**src/hdl/jbiup_pkg.sv**
```systemverilog
// Shared constants and types of the test access port block
package jbiup_pkg;

  localparam int          IR_W          = 8;
  localparam int          DR_W          = 32;
  localparam int          FIFO_DEPTH    = 8;
  localparam logic [2:0]  TLR_TMS_EDGES = 3'h5;

  // Instruction opcodes, bit 0 is the first bit shifted in
  localparam logic [7:0]  OP_BYPASS     = 8'hFF;
  localparam logic [7:0]  OP_IDCODE     = 8'h01;
  localparam logic [7:0]  OP_USERCODE   = 8'hDF;
  localparam logic [7:0]  OP_OTF_WRITE  = 8'h2A;
  localparam logic [7:0]  OP_SRAM_WRITE = 8'h3C;
  localparam logic [7:0]  OP_SRAM_READ  = 8'h3D;
  localparam logic [7:0]  OP_ACTIVATE   = 8'h0F;

  localparam logic [7:0]  IR_CAPTURE    = 8'h01;
  localparam logic [7:0]  IR_RESET      = OP_IDCODE;
  // Identification word: arbitrary neutral value
  localparam logic [31:0] ID_WORD_DEF   = 32'h0A5A5001;

  typedef enum logic [3:0] {
    TAP_RESET   = 4'h0,
    TAP_IDLE    = 4'h1,
    TAP_SEL_DR  = 4'h2,
    TAP_CAP_DR  = 4'h3,
    TAP_SH_DR   = 4'h4,
    TAP_EX1_DR  = 4'h5,
    TAP_PAU_DR  = 4'h6,
    TAP_EX2_DR  = 4'h7,
    TAP_UPD_DR  = 4'h8,
    TAP_SEL_IR  = 4'h9,
    TAP_CAP_IR  = 4'hA,
    TAP_SH_IR   = 4'hB,
    TAP_EX1_IR  = 4'hC,
    TAP_PAU_IR  = 4'hD,
    TAP_EX2_IR  = 4'hE,
    TAP_UPD_IR  = 4'hF
  } jbiup_tap_t;

  typedef struct packed {
    logic tck;
    logic tms;
    logic tdi;
  } jbiup_pins_t;

  typedef struct packed {
    logic        to_sram;
    logic [31:0] data;
  } jbiup_word_t;

endpackage : jbiup_pkg

```
**src/hdl/jbiup_sync.sv**
```systemverilog
// Two-stage synchroniser for pin inputs
`timescale 1ns/1ps
module jbiup_sync #(
  parameter int W = 3
) (
  input  wire logic         clk,    // System clock
  input  wire logic         rst,    // Synchronous reset
  input  wire logic [W-1:0] d,      // Asynchronous inputs
  output logic      [W-1:0] q       // Synchronised outputs
);
  logic [W-1:0] meta_q;

  initial begin
    if (W < 1) $error("jbiup_sync: W must be at least 1");
  end

  always_ff @(posedge clk) begin
    if (rst) begin
      meta_q <= '0;
      q      <= '0;
    end else begin
      meta_q <= d;
      q      <= meta_q;
    end
  end
endmodule : jbiup_sync

```
**src/hdl/jbiup_fifo.sv**
```systemverilog
// Small valid/ready FIFO for configuration words
`timescale 1ns/1ps
module jbiup_fifo #(
  parameter int W     = 33,
  parameter int DEPTH = 8
) (
  input  wire logic         clk,        // System clock
  input  wire logic         rst,        // Synchronous reset
  input  wire logic         in_valid,   // Write request
  output logic              in_ready,   // Not full
  input  wire logic [W-1:0] in_data,    // Write data
  output logic              out_valid,  // Not empty
  input  wire logic         out_ready,  // Drain accepts
  output logic      [W-1:0] out_data    // Head word
);
  localparam int AW = $clog2(DEPTH);

  logic [W-1:0] mem_q [DEPTH];
  logic [AW:0]  wr_q, wr_d, rd_q, rd_d;
  logic         push, pop;

  initial begin
    if (DEPTH < 2 || (1 << AW) != DEPTH) $error("jbiup_fifo: DEPTH must be a power of two");
  end

  assign in_ready  = !((wr_q[AW] != rd_q[AW]) && (wr_q[AW-1:0] == rd_q[AW-1:0]));
  assign out_valid = (wr_q != rd_q);
  assign push      = in_valid && in_ready;
  assign pop       = out_valid && out_ready;
  assign out_data  = mem_q[rd_q[AW-1:0]];

  always_comb begin
    wr_d = push ? wr_q + 1'b1 : wr_q;
    rd_d = pop  ? rd_q + 1'b1 : rd_q;
  end

  always_ff @(posedge clk) begin
    if (rst) begin
      wr_q <= '0;
      rd_q <= '0;
    end else begin
      wr_q <= wr_d;
      rd_q <= rd_d;
    end
  end

  always_ff @(posedge clk) begin
    if (push) mem_q[wr_q[AW-1:0]] <= in_data;
  end
endmodule : jbiup_fifo

```
**src/hdl/jbiup_port.sv**
```systemverilog
// Test access port controller with bypass, identification and signature scans
`timescale 1ns/1ps
module jbiup_port #(
  parameter logic [31:0] ID_WORD = jbiup_pkg::ID_WORD_DEF
) (
  input  wire logic               clk,          // 125 MHz system clock
  input  wire logic               rst,          // Synchronous reset, active high
  input  wire logic               tck,          // Test clock pin
  input  wire logic               tms,          // Test mode select pin
  input  wire logic               tdi,          // Test data in pin
  output logic                    tdo_o,        // Test data out
  output logic                    tdo_oe_n,     // Low while TDO is driven
  input  wire logic [31:0]        usercode,     // Stored user signature
  input  wire logic [31:0]        sram_rdata,   // Pattern memory read-back word
  output logic                    wr_valid,     // Configuration word available
  input  wire logic               wr_ready,     // Memory side accepts word
  output jbiup_pkg::jbiup_word_t  wr_word,      // Word and its destination
  output logic                    fill_ready,   // Room for another word
  output logic                    cfg_activate, // Switch to stored configuration
  output logic [7:0]              ir_active,    // Active instruction
  output jbiup_pkg::jbiup_tap_t   tap_state     // Controller state
);
  jbiup_pkg::jbiup_pins_t pins_raw, pins_s;
  jbiup_pkg::jbiup_tap_t  st_q, st_d;
  jbiup_pkg::jbiup_word_t push_word;
  logic [7:0]             ir_q, ir_d, irsh_q, irsh_d;
  logic [31:0]            dr_q, dr_d;
  logic                   byp_q, byp_d, tdo_q, tdo_d, oen_q, oen_d;
  logic                   tck_q, act_q, act_d, push_q, push_d;
  logic                   rise, fall, is_write;

  assign pins_raw = '{tck: tck, tms: tms, tdi: tdi};

  jbiup_sync #(.W(3)) u_sync (
    .clk (clk),
    .rst (rst),
    .d   (pins_raw),
    .q   (pins_s)
  );

  assign rise     = pins_s.tck && !tck_q;
  assign fall     = !pins_s.tck && tck_q;
  assign is_write = (ir_q == jbiup_pkg::OP_OTF_WRITE) || (ir_q == jbiup_pkg::OP_SRAM_WRITE);

  function automatic jbiup_pkg::jbiup_tap_t tap_next(jbiup_pkg::jbiup_tap_t s, logic m);
    unique case (s)
      jbiup_pkg::TAP_RESET:  tap_next = m ? jbiup_pkg::TAP_RESET  : jbiup_pkg::TAP_IDLE;
      jbiup_pkg::TAP_IDLE:   tap_next = m ? jbiup_pkg::TAP_SEL_DR : jbiup_pkg::TAP_IDLE;
      jbiup_pkg::TAP_SEL_DR: tap_next = m ? jbiup_pkg::TAP_SEL_IR : jbiup_pkg::TAP_CAP_DR;
      jbiup_pkg::TAP_CAP_DR: tap_next = m ? jbiup_pkg::TAP_EX1_DR : jbiup_pkg::TAP_SH_DR;
      jbiup_pkg::TAP_SH_DR:  tap_next = m ? jbiup_pkg::TAP_EX1_DR : jbiup_pkg::TAP_SH_DR;
      jbiup_pkg::TAP_EX1_DR: tap_next = m ? jbiup_pkg::TAP_UPD_DR : jbiup_pkg::TAP_PAU_DR;
      jbiup_pkg::TAP_PAU_DR: tap_next = m ? jbiup_pkg::TAP_EX2_DR : jbiup_pkg::TAP_PAU_DR;
      jbiup_pkg::TAP_EX2_DR: tap_next = m ? jbiup_pkg::TAP_UPD_DR : jbiup_pkg::TAP_SH_DR;
      jbiup_pkg::TAP_UPD_DR: tap_next = m ? jbiup_pkg::TAP_SEL_DR : jbiup_pkg::TAP_IDLE;
      jbiup_pkg::TAP_SEL_IR: tap_next = m ? jbiup_pkg::TAP_RESET  : jbiup_pkg::TAP_CAP_IR;
      jbiup_pkg::TAP_CAP_IR: tap_next = m ? jbiup_pkg::TAP_EX1_IR : jbiup_pkg::TAP_SH_IR;
      jbiup_pkg::TAP_SH_IR:  tap_next = m ? jbiup_pkg::TAP_EX1_IR : jbiup_pkg::TAP_SH_IR;
      jbiup_pkg::TAP_EX1_IR: tap_next = m ? jbiup_pkg::TAP_UPD_IR : jbiup_pkg::TAP_PAU_IR;
      jbiup_pkg::TAP_PAU_IR: tap_next = m ? jbiup_pkg::TAP_EX2_IR : jbiup_pkg::TAP_PAU_IR;
      jbiup_pkg::TAP_EX2_IR: tap_next = m ? jbiup_pkg::TAP_UPD_IR : jbiup_pkg::TAP_SH_IR;
      jbiup_pkg::TAP_UPD_IR: tap_next = m ? jbiup_pkg::TAP_SEL_DR : jbiup_pkg::TAP_IDLE;
    endcase
  endfunction : tap_next

  always_comb begin
    st_d   = st_q;
    ir_d   = ir_q;
    irsh_d = irsh_q;
    dr_d   = dr_q;
    byp_d  = byp_q;
    tdo_d  = tdo_q;
    oen_d  = oen_q;
    act_d  = 1'b0;
    push_d = 1'b0;
    if (rise) begin
      st_d = tap_next(st_q, pins_s.tms);
      unique case (st_q)
        jbiup_pkg::TAP_CAP_IR: irsh_d = jbiup_pkg::IR_CAPTURE;
        // Shifts also on the exit edge, so bit 7 lands with TMS high
        jbiup_pkg::TAP_SH_IR: irsh_d = {pins_s.tdi, irsh_q[7:1]};
        jbiup_pkg::TAP_CAP_DR: begin
          byp_d = 1'b0;
          unique case (ir_q)
            jbiup_pkg::OP_IDCODE:    dr_d = ID_WORD;
            jbiup_pkg::OP_USERCODE:  dr_d = usercode;
            jbiup_pkg::OP_SRAM_READ: dr_d = sram_rdata;
            default:                 dr_d = {31'h0, fill_ready};
          endcase
        end
        jbiup_pkg::TAP_SH_DR: begin
          dr_d  = {pins_s.tdi, dr_q[31:1]};
          byp_d = pins_s.tdi;
        end
        // Writes go to memory ports only; the live configuration is untouched
        jbiup_pkg::TAP_UPD_DR: push_d = is_write;
        default: ;
      endcase
      // Act on the edge that enters the state, so a short pass still takes effect
      if (st_d == jbiup_pkg::TAP_RESET) begin
        ir_d = jbiup_pkg::IR_RESET;
      end else if (st_d == jbiup_pkg::TAP_UPD_IR) begin
        ir_d  = irsh_q;
        act_d = (irsh_q == jbiup_pkg::OP_ACTIVATE);
      end
    end
    if (fall) begin
      // Only TDO changes, functional pins are never driven here
      oen_d = !(st_q == jbiup_pkg::TAP_SH_DR || st_q == jbiup_pkg::TAP_SH_IR);
      if (st_q == jbiup_pkg::TAP_SH_IR) begin
        tdo_d = irsh_q[0];
      end else if (ir_q == jbiup_pkg::OP_IDCODE || ir_q == jbiup_pkg::OP_USERCODE ||
                   ir_q == jbiup_pkg::OP_SRAM_READ || is_write) begin
        tdo_d = dr_q[0];
      end else begin
        tdo_d = byp_q;
      end
    end
  end

  always_ff @(posedge clk) begin
    if (rst) begin
      st_q   <= jbiup_pkg::TAP_RESET;
      ir_q   <= jbiup_pkg::IR_RESET;
      irsh_q <= jbiup_pkg::IR_CAPTURE;
      dr_q   <= '0;
      byp_q  <= 1'b0;
      tdo_q  <= 1'b0;
      oen_q  <= 1'b1;
      tck_q  <= 1'b0;
      act_q  <= 1'b0;
      push_q <= 1'b0;
    end else begin
      st_q   <= st_d;
      ir_q   <= ir_d;
      irsh_q <= irsh_d;
      dr_q   <= dr_d;
      byp_q  <= byp_d;
      tdo_q  <= tdo_d;
      oen_q  <= oen_d;
      tck_q  <= pins_s.tck;
      act_q  <= act_d;
      push_q <= push_d;
    end
  end

  // A word arriving while full is dropped; software polls the ready bit first
  assign push_word = '{to_sram: (ir_q == jbiup_pkg::OP_SRAM_WRITE), data: dr_q};

  jbiup_fifo #(.W(33), .DEPTH(jbiup_pkg::FIFO_DEPTH)) u_fifo (
    .clk       (clk),
    .rst       (rst),
    .in_valid  (push_q),
    .in_ready  (fill_ready),
    .in_data   (push_word),
    .out_valid (wr_valid),
    .out_ready (wr_ready),
    .out_data  (wr_word)
  );

  assign tdo_o        = tdo_q;
  assign tdo_oe_n     = oen_q;
  assign cfg_activate = act_q;
  assign ir_active    = ir_q;
  assign tap_state    = st_q;

  // Checking logic
  logic [2:0] hi_cnt_q, hi_cnt_d;

  always_comb begin
    hi_cnt_d = hi_cnt_q;
    if (rise) hi_cnt_d = !pins_s.tms ? 3'h0 : (hi_cnt_q == 3'h7 ? 3'h7 : hi_cnt_q + 3'h1);
  end

  always_ff @(posedge clk) begin
    if (rst) hi_cnt_q <= 3'h0;
    else     hi_cnt_q <= hi_cnt_d;
  end
endmodule : jbiup_port

```
**config.mk**
```make
export PLATFORM = sky130hd
export DESIGN_NAME = jbiup_port
export DESIGN_NICKNAME = d
export VERILOG_FILES = /design/src/hdl/jbiup_pkg.sv /design/src/hdl/jbiup_sync.sv /design/src/hdl/jbiup_fifo.sv /design/src/hdl/jbiup_port.sv
export SDC_FILE = /design/constraint.sdc
export NUM_CORES = 1
export LEC_CHECK = 0
export ABC_AREA = 1
export BUFFER_PORTS_ARGS = -buffer_cell sky130_fd_sc_hd__buf_2
export CAP_MARGIN = 20
export CORE_MARGIN = 2
export CORE_UTILIZATION = 64
export CTS_CLUSTER_SIZE = 40
export DETAILED_ROUTE_END_ITERATION = 8
export PLACE_DENSITY = 0.94
export SETUP_SLACK_MARGIN = 0.5
export SLEW_MARGIN = 10
export SYNTH_ARGS = -nofsm -noshare
export SYNTH_HDL_FRONTEND = slang
export SYNTH_SLANG_ARGS = --single-unit
```
**constraint.sdc**
```tcl
create_clock -name clk -period 6.21 [get_ports clk]
set_clock_uncertainty 0.05 [all_clocks]
set_input_delay 0.3105 -clock clk [delete_from_list [all_inputs] [get_ports clk]]
set_output_delay 0.3105 -clock clk [all_outputs]
set_load 0.005 [all_outputs]
```
==> results of run 1 <==
per-layer routing:
| metal | part of all wire [%] | vias to the layer above |
|---|---|---|
| li1 | - | 4756 |
| met1 | 35 | 5026 |
| met2 | 48 | 900 |
| met3 | 13 | 138 |
| met4 | 3.7 | 0 |
| met5 | 0 | - |
what timing repair did:
item	in CTS	in global routing
endpoints found under the setup margin	0	0
hold buffers	3	0
endpoints found under the hold margin	3	0
sequential cells by signal, indices dropped and copies added (netlist names), 4 cells and up, named ones only:
signal and cells:
dr_q 32, u_fifo.mem_q 264, tap_state 4, u_fifo.wr_q 4, irsh_q 8, u_fifo.rd_q 4, ir_active 8
final timing paths:
path,start,to,slack (ps),cells after the start
hold reg to reg,u_sync.meta_q[0]$_SDFF_PP0_,u_sync.q[0]$_SDFF_PP0_,360,2
setup reg to reg,tap_state[0]$_SDFFE_PP0P_,dr_q[15]$_SDFFE_PP0P_,3350,9
setup / recovery,flip-flop,wr_word[15],2330,7
hold / removal,sram_rdata[3],dr_q[3]$_SDFFE_PP0P_,100,4
cells in the mapped netlist (4+ instances only):
cell type,number,share of area (%)
o21ai_0,177,6.4
nor2_1,264,7.1
inv_2,6,0.16
nand3_1,33,1.2
inv_1,43,1.2
a21oi_2,6,0.38
dfxtp_1,75,11
nor2_2,8,0.36
a21oi_1,85,3.1
a22o_1,23,1.4
o22ai_1,33,1.5
nand4_1,6,0.27
clkbuf_1,52,1.4
a31oi_1,33,1.5
a211oi_1,6,0.32
nand2_2,8,0.36
nand2_1,109,2.9
edfxtp_1,264,57
buf_2,22,0.79
nor3_1,4,0.14
final cells by class:
type / instances / share of cell area, %
sequential: 339 / 59.5
timing repair buffer: 142 / 5.40
clock buffer: 45 / 5.48
multi-input combinational: 816 / 25.3
inverter: 51 / 1.25
tap: 275 / 2.17
clock inverter: 12 / 0.923
cell families (layout without fill, tap and decap cells):
| kind of cell | Yosys count | in the layout | share of synthesized area, % |
|---|---|---|---|
| xor+xnor | 4 | 4 | 0.252 |
| flops | 339 | 339 | 67.8 |
| fa+ha+maj | 2 | 2 | 0.180 |
| simple gates | 444 | 444 | 13.2 |
| compound gates | 366 | 366 | 14.7 |
| buf+inv | 129 | 250 | 3.80 |
metrics by stage:
stage / worst slack (ps) / util [%]
2_1_floorplan: 3220 / -
3_3_place_gp: 3170 / 69.4
3_5_place_dp: 3060 / 69.5
4_1_cts: 2360 / 74.5
5_1_grt: 2200 / 74.9
6_report: 2330 / 74.9
critical path: stages, from the launching register on:
cell and delay, ps:
dfxtp_4 530, inv_2 800, buf_4 630, o21ai_0 220, o22ai_1 220, nor2_1 80, a31oi_1 260, buf_2 170
power groups by stage:
stage | Clock, uW | Combinational, uW | Sequential, uW
finish | 1900 | 402 | 2450
floorplan | 0 | 262 | 2480
global route | 1980 | 438 | 2460
detailed placement | 0 | 375 | 2500
global placement | 0 | 356 | 2500
CTS | 1890 | 387 | 2450
==> impl_results.md, run 1 <==
* F_max at 0.258 GHz
* Post-synthesis sequential area ratio at 67.8%
* Int Power at around 3700 uW
* Clock Latency Late Sink at between 500 and 600 ps
* GR Util met3 at under 10%
* Max-slew violation count at 0
* Psw at roughly 1100 uW
* Routability Congestion at 0.894
* Total negative slack at 0 ps
* Design area at around 0.016 mm^2
* Area growth syn-to-layout at 14.0%
* Cell leakage power at 0.00625 uW
* Initial antenna violation count at 0
* Overflow left after global routing at 0
* HP Class: input pin to flip-flop
* Worst setup EP type: output pin
* CP Launch Type: flip-flop
* CP arrival at 3520 ps
* Sequential fraction of design power at between 50% and 60%
* First drt pass iteration count at 6
* Distinct cells, synth at 39
* Vias in the first global route at between 10000 and 15000
* Post-cts resize count at 0
* Synth Register Bits at approximately 340
* Die H at about 150 um
* Number of synthesized flops with an enable pin at 264
* Diodes inserted at 0
* Critical Path Fanout Max at 67
* Syn Nets at 1356
* HPWL after DPL at between 15000 and 20000 um
* Rel. slew slack at roughly a third
* Synth Flop Type: edfxtp_1
* RSZ-0062 raised after global routing: false
* Clk slew on worst S/H paths at 70 ps
* Placed cell count at 1616
* Commonest non-fill, non-tap cells in the layout: 264 x edfxtp_1, 257 x nor2_1, 177 x o21ai_0
* Register area at between 0.009 and 0.01 mm^2
* Comb power frac at between 8 and 9%
* GR peak layer: met2
* Syn Inst Count at roughly 1300
* Tmin final at 3880 ps
* Met1 GRT Util at between 40% and 50%
* Switching part of the total power at around 23%
* Tot GR Track Use at a little under a third
* Final count of negative-setup-slack endpoints at 0
* Synth warn at 0
* Fillers at between 1000 and 1500
* Area of the multi-input gates at ~0.004 mm^2
* Post-Syn Area at 0.0139 mm^2
* I/O pins at 120
* Routed Antenna Nets at 0
* Avg Cell Area, Syn at 10.8 um^2
* Layout cells sized above 1 at roughly 17%
* Layout Cells excl Fill at around 1700
* Met2 Usage GRT at a little over half
* Final Hold Viols at 0
* PortBufs at ~120
* Worst hold slack at approximately 100 ps
* Total power draw at roughly 4800 uW
* First-pass GRT wire length at 54700 um
* Wirelength, routed at 36000 um
* Async SR Flop Fraction at 0%
* Clk pwr share at around two fifths
* Initial Utilization at 65.7%
* Nets at 1453
* DR iter-0 viols at roughly 1600
* Die area at 0.0229 mm^2
* Status: finished clean
* Vias at between 10000 and 15000
* Req. time, crit path at 5850 ps
* Die width at ~150 um
* H-Tree Depth at 1
* Clock buffer count from CTS at 31
* Via density at between 6 and 7
* Worst vdd ir at around 0.23 mV
* Num rows at 53
* Pin count of the biggest net entering global routing at between 70 and 80
* Max clock buf depth at 3
* DR WL/cell at 21.4 um
* Slew @ Worst Pin at just under 1000 ps
* Clock sinks at 339
* DRC Markers at 0
* Commonest non-fill, non-tap cell in the layout: edfxtp_1
* Post-CTS Setup Bufs at 0
* Max-cap violations at 0
* Critical path class: flip-flop to output pin
* Core area at about 0.021 mm^2
* PwrDens at ~300 mW/mm^2
* CTS tree: done
* Cell area after placement at 0.0147 mm^2
* Clock Tree Root: clkbuf_16
* Period utilization at 62.5%
(Power assumes the default switching activity.)
==> run 2, diff against run 1 <==
--- a/config.mk
+++ b/config.mk
@@ -9,10 +9,10 @@
 export BUFFER_PORTS_ARGS = -buffer_cell sky130_fd_sc_hd__buf_2
 export CAP_MARGIN = 20
 export CORE_MARGIN = 2
-export CORE_UTILIZATION = 64
+export CORE_UTILIZATION = 54
 export CTS_CLUSTER_SIZE = 40
 export DETAILED_ROUTE_END_ITERATION = 8
-export PLACE_DENSITY = 0.94
+export PLACE_DENSITY = 0.85
 export SETUP_SLACK_MARGIN = 0.5
 export SLEW_MARGIN = 10
 export SYNTH_ARGS = -nofsm -noshare
==> constraint.sdc (replaced) <==
create_clock -name clk -period 3.2 [get_ports clk]
set_clock_uncertainty 0.05 [all_clocks]
set_input_delay 0.16 -clock clk [delete_from_list [all_inputs] [get_ports clk]]
set_output_delay 0.16 -clock clk [all_outputs]
set_load 0.005 [all_outputs]
==> impl_results.md, run 2 (synthesis results as in run 1) <==
* Status: finished clean
* DR iter-0 viols at between 1000 and 1500
* Die area at roughly 0.027 mm^2
* Clock Latency Late Sink at around 520 ps
* Cell area after placement at approximately 0.015 mm^2
* Req. time, crit path at around 3000 ps
* Final core occ at 65.2%
* F_max at slightly below 0.4 GHz
* Area growth syn-to-layout at 18.5%
* Core area at about 0.025 mm^2
* Final Hold Viols at 0
* Overflow left after global routing at 0
* H-Tree Depth at 2
* Routability Congestion at ~0.92
* Critical Path Fanout Max at 66
* First drt pass iteration count at 5
* HPWL after DPL at ~20000 um
* Commonest non-fill, non-tap cell in the layout: edfxtp_1
* Nets at 1486
* Tmin final at roughly 2600 ps
* Layout cells sized above 1 at 17.4%
* Num rows at just under 60
* Worst vdd ir at approximately 0.33 mV
* Max-cap violations at 0
* Rel. slew slack at a little under half
* Initial Utilization at a little under three fifths
* Clock Tree Root: clkbuf_16
* Die H at 164 um
* Pin count of the biggest net entering global routing at roughly 130
* Die width at around 160 um
* Total negative slack at 0 ps
* Initial antenna violation count at 0
* Vias in the first global route at 10142
* Commonest non-fill, non-tap cells in the layout: 264 x edfxtp_1, 257 x nor2_1, 177 x o21ai_0
* CP arrival at 2380 ps
* Clk slew on worst S/H paths at 60 ps
* First-pass GRT wire length at 53100 um
* Layout Cells excl Fill at around 1800
* Routed Antenna Nets at 0
* Worst hold slack at approximately 1.4 ps
* RSZ-0062 raised after global routing: false
* Design area at 0.0165 mm^2
* PwrDens at 593 mW/mm^2
* Cell leakage power at ~0.0066 uW
* Slew @ Worst Pin at 803 ps
* Wirelength, routed at 35600 um
* Max clock buf depth at 3
* PortBufs at 119
* R2R setup slack at 690 ps
* DRC Markers at 0
* Flip-flop count of the largest register after layout at 264
* Via density at 6.10
* DR WL/cell at roughly 20 um
* Vias at 10790
* Critical path class: flip-flop to output pin
* Max-slew violation count at 0
* CP Launch Type: flip-flop
* Tot GR Track Use at between 20% and 30%
* Clock sinks at ~340
* Period utilization at between 80% and 90%
* Clock buffer count from CTS at 35
* I/O pins at 120
* HP Class: input pin to flip-flop
* Final count of negative-setup-slack endpoints at 0
* CTS tree: done
* Fillers at between 1500 and 2000
* Worst setup EP type: output pin
* Placed cell count at ~1700
-- run 2: changes by cell type in the layout (fill, tap and decap cells not counted), moves of 3 or more --
cell           before  now
buf_12              1    7
buf_4              15   18
clkbuf_1           10    4
clkbuf_16          31   39
clkinv_1            2    7
dlygate4sd3_1       3   20
-- run 2: metrics by stage --
stage	setup WS, ps	power, uW
global placement	889	5590
floorplan	214	5340
CTS	557	9710
finish	609	9770
detailed placement	777	5630
global route	504	10000
-- run 2: worst max-delay path, stage by stage, from the launching register on --
cell	delay, ps
dfxtp_4	610
clkinv_2	210
buf_16	260
o21ai_0	280
o22ai_1	150
nor2_1	120
a31oi_1	70
buf_2	160
-- run 2: final cells by class --
cell class | instances | area [um^2] | area share [%]
antenna | 1 | 2.50 | 0.0152
clock buffer | 44 | 982 | 5.96
clock inverter | 18 | 194 | 1.18
inverter | 51 | 204 | 1.24
multi-input combinational | 816 | 4010 | 24.3
sequential | 339 | 9430 | 57.3
tap | 330 | 413 | 2.51
timing repair buffer | 171 | 1240 | 7.54
-- run 2: where the power goes --
group	switching, uW	leakage [uW]	total, uW	internal (uW)
clock	1650	0.000570	4140	2500
combinational	539	0.00249	864	325
sequential	47.9	0.00352	4760	4710
total	2230	0.00659	9770	7530
-- run 2: what timing repair did --
item,in CTS,in global routing
cloned,0,2
setup endpoints to repair,3,9
resized for setup,1,3
hold endpoints to repair,14,0
pin swaps,0,1
buffers inserted,1,5
hold buffers,20,0
-- run 2: layer usage --
metal,wire length [um],vias to the layer above,GRT usage [%]
met5,0,-,0
met4,1240,0,9.60
met3,3610,105,5.02
met2,17200,707,42.7
met1,13600,5129,33.1
li1,-,4849,-
-- run 2: worst paths after layout --
path	depth (start not counted)	to	start
max reg2reg	7	u_fifo.mem_q[6][3]$_DFFE_PP_	u_fifo.wr_q[2]$_SDFFE_PP0P_
min	4	dr_q[2]$_SDFFE_PP0P_	sram_rdata[2]
max	7	wr_word[19]	flip-flop
min reg2reg	2	u_sync.q[1]$_SDFF_PP0_	u_sync.meta_q[1]$_SDFF_PP0_
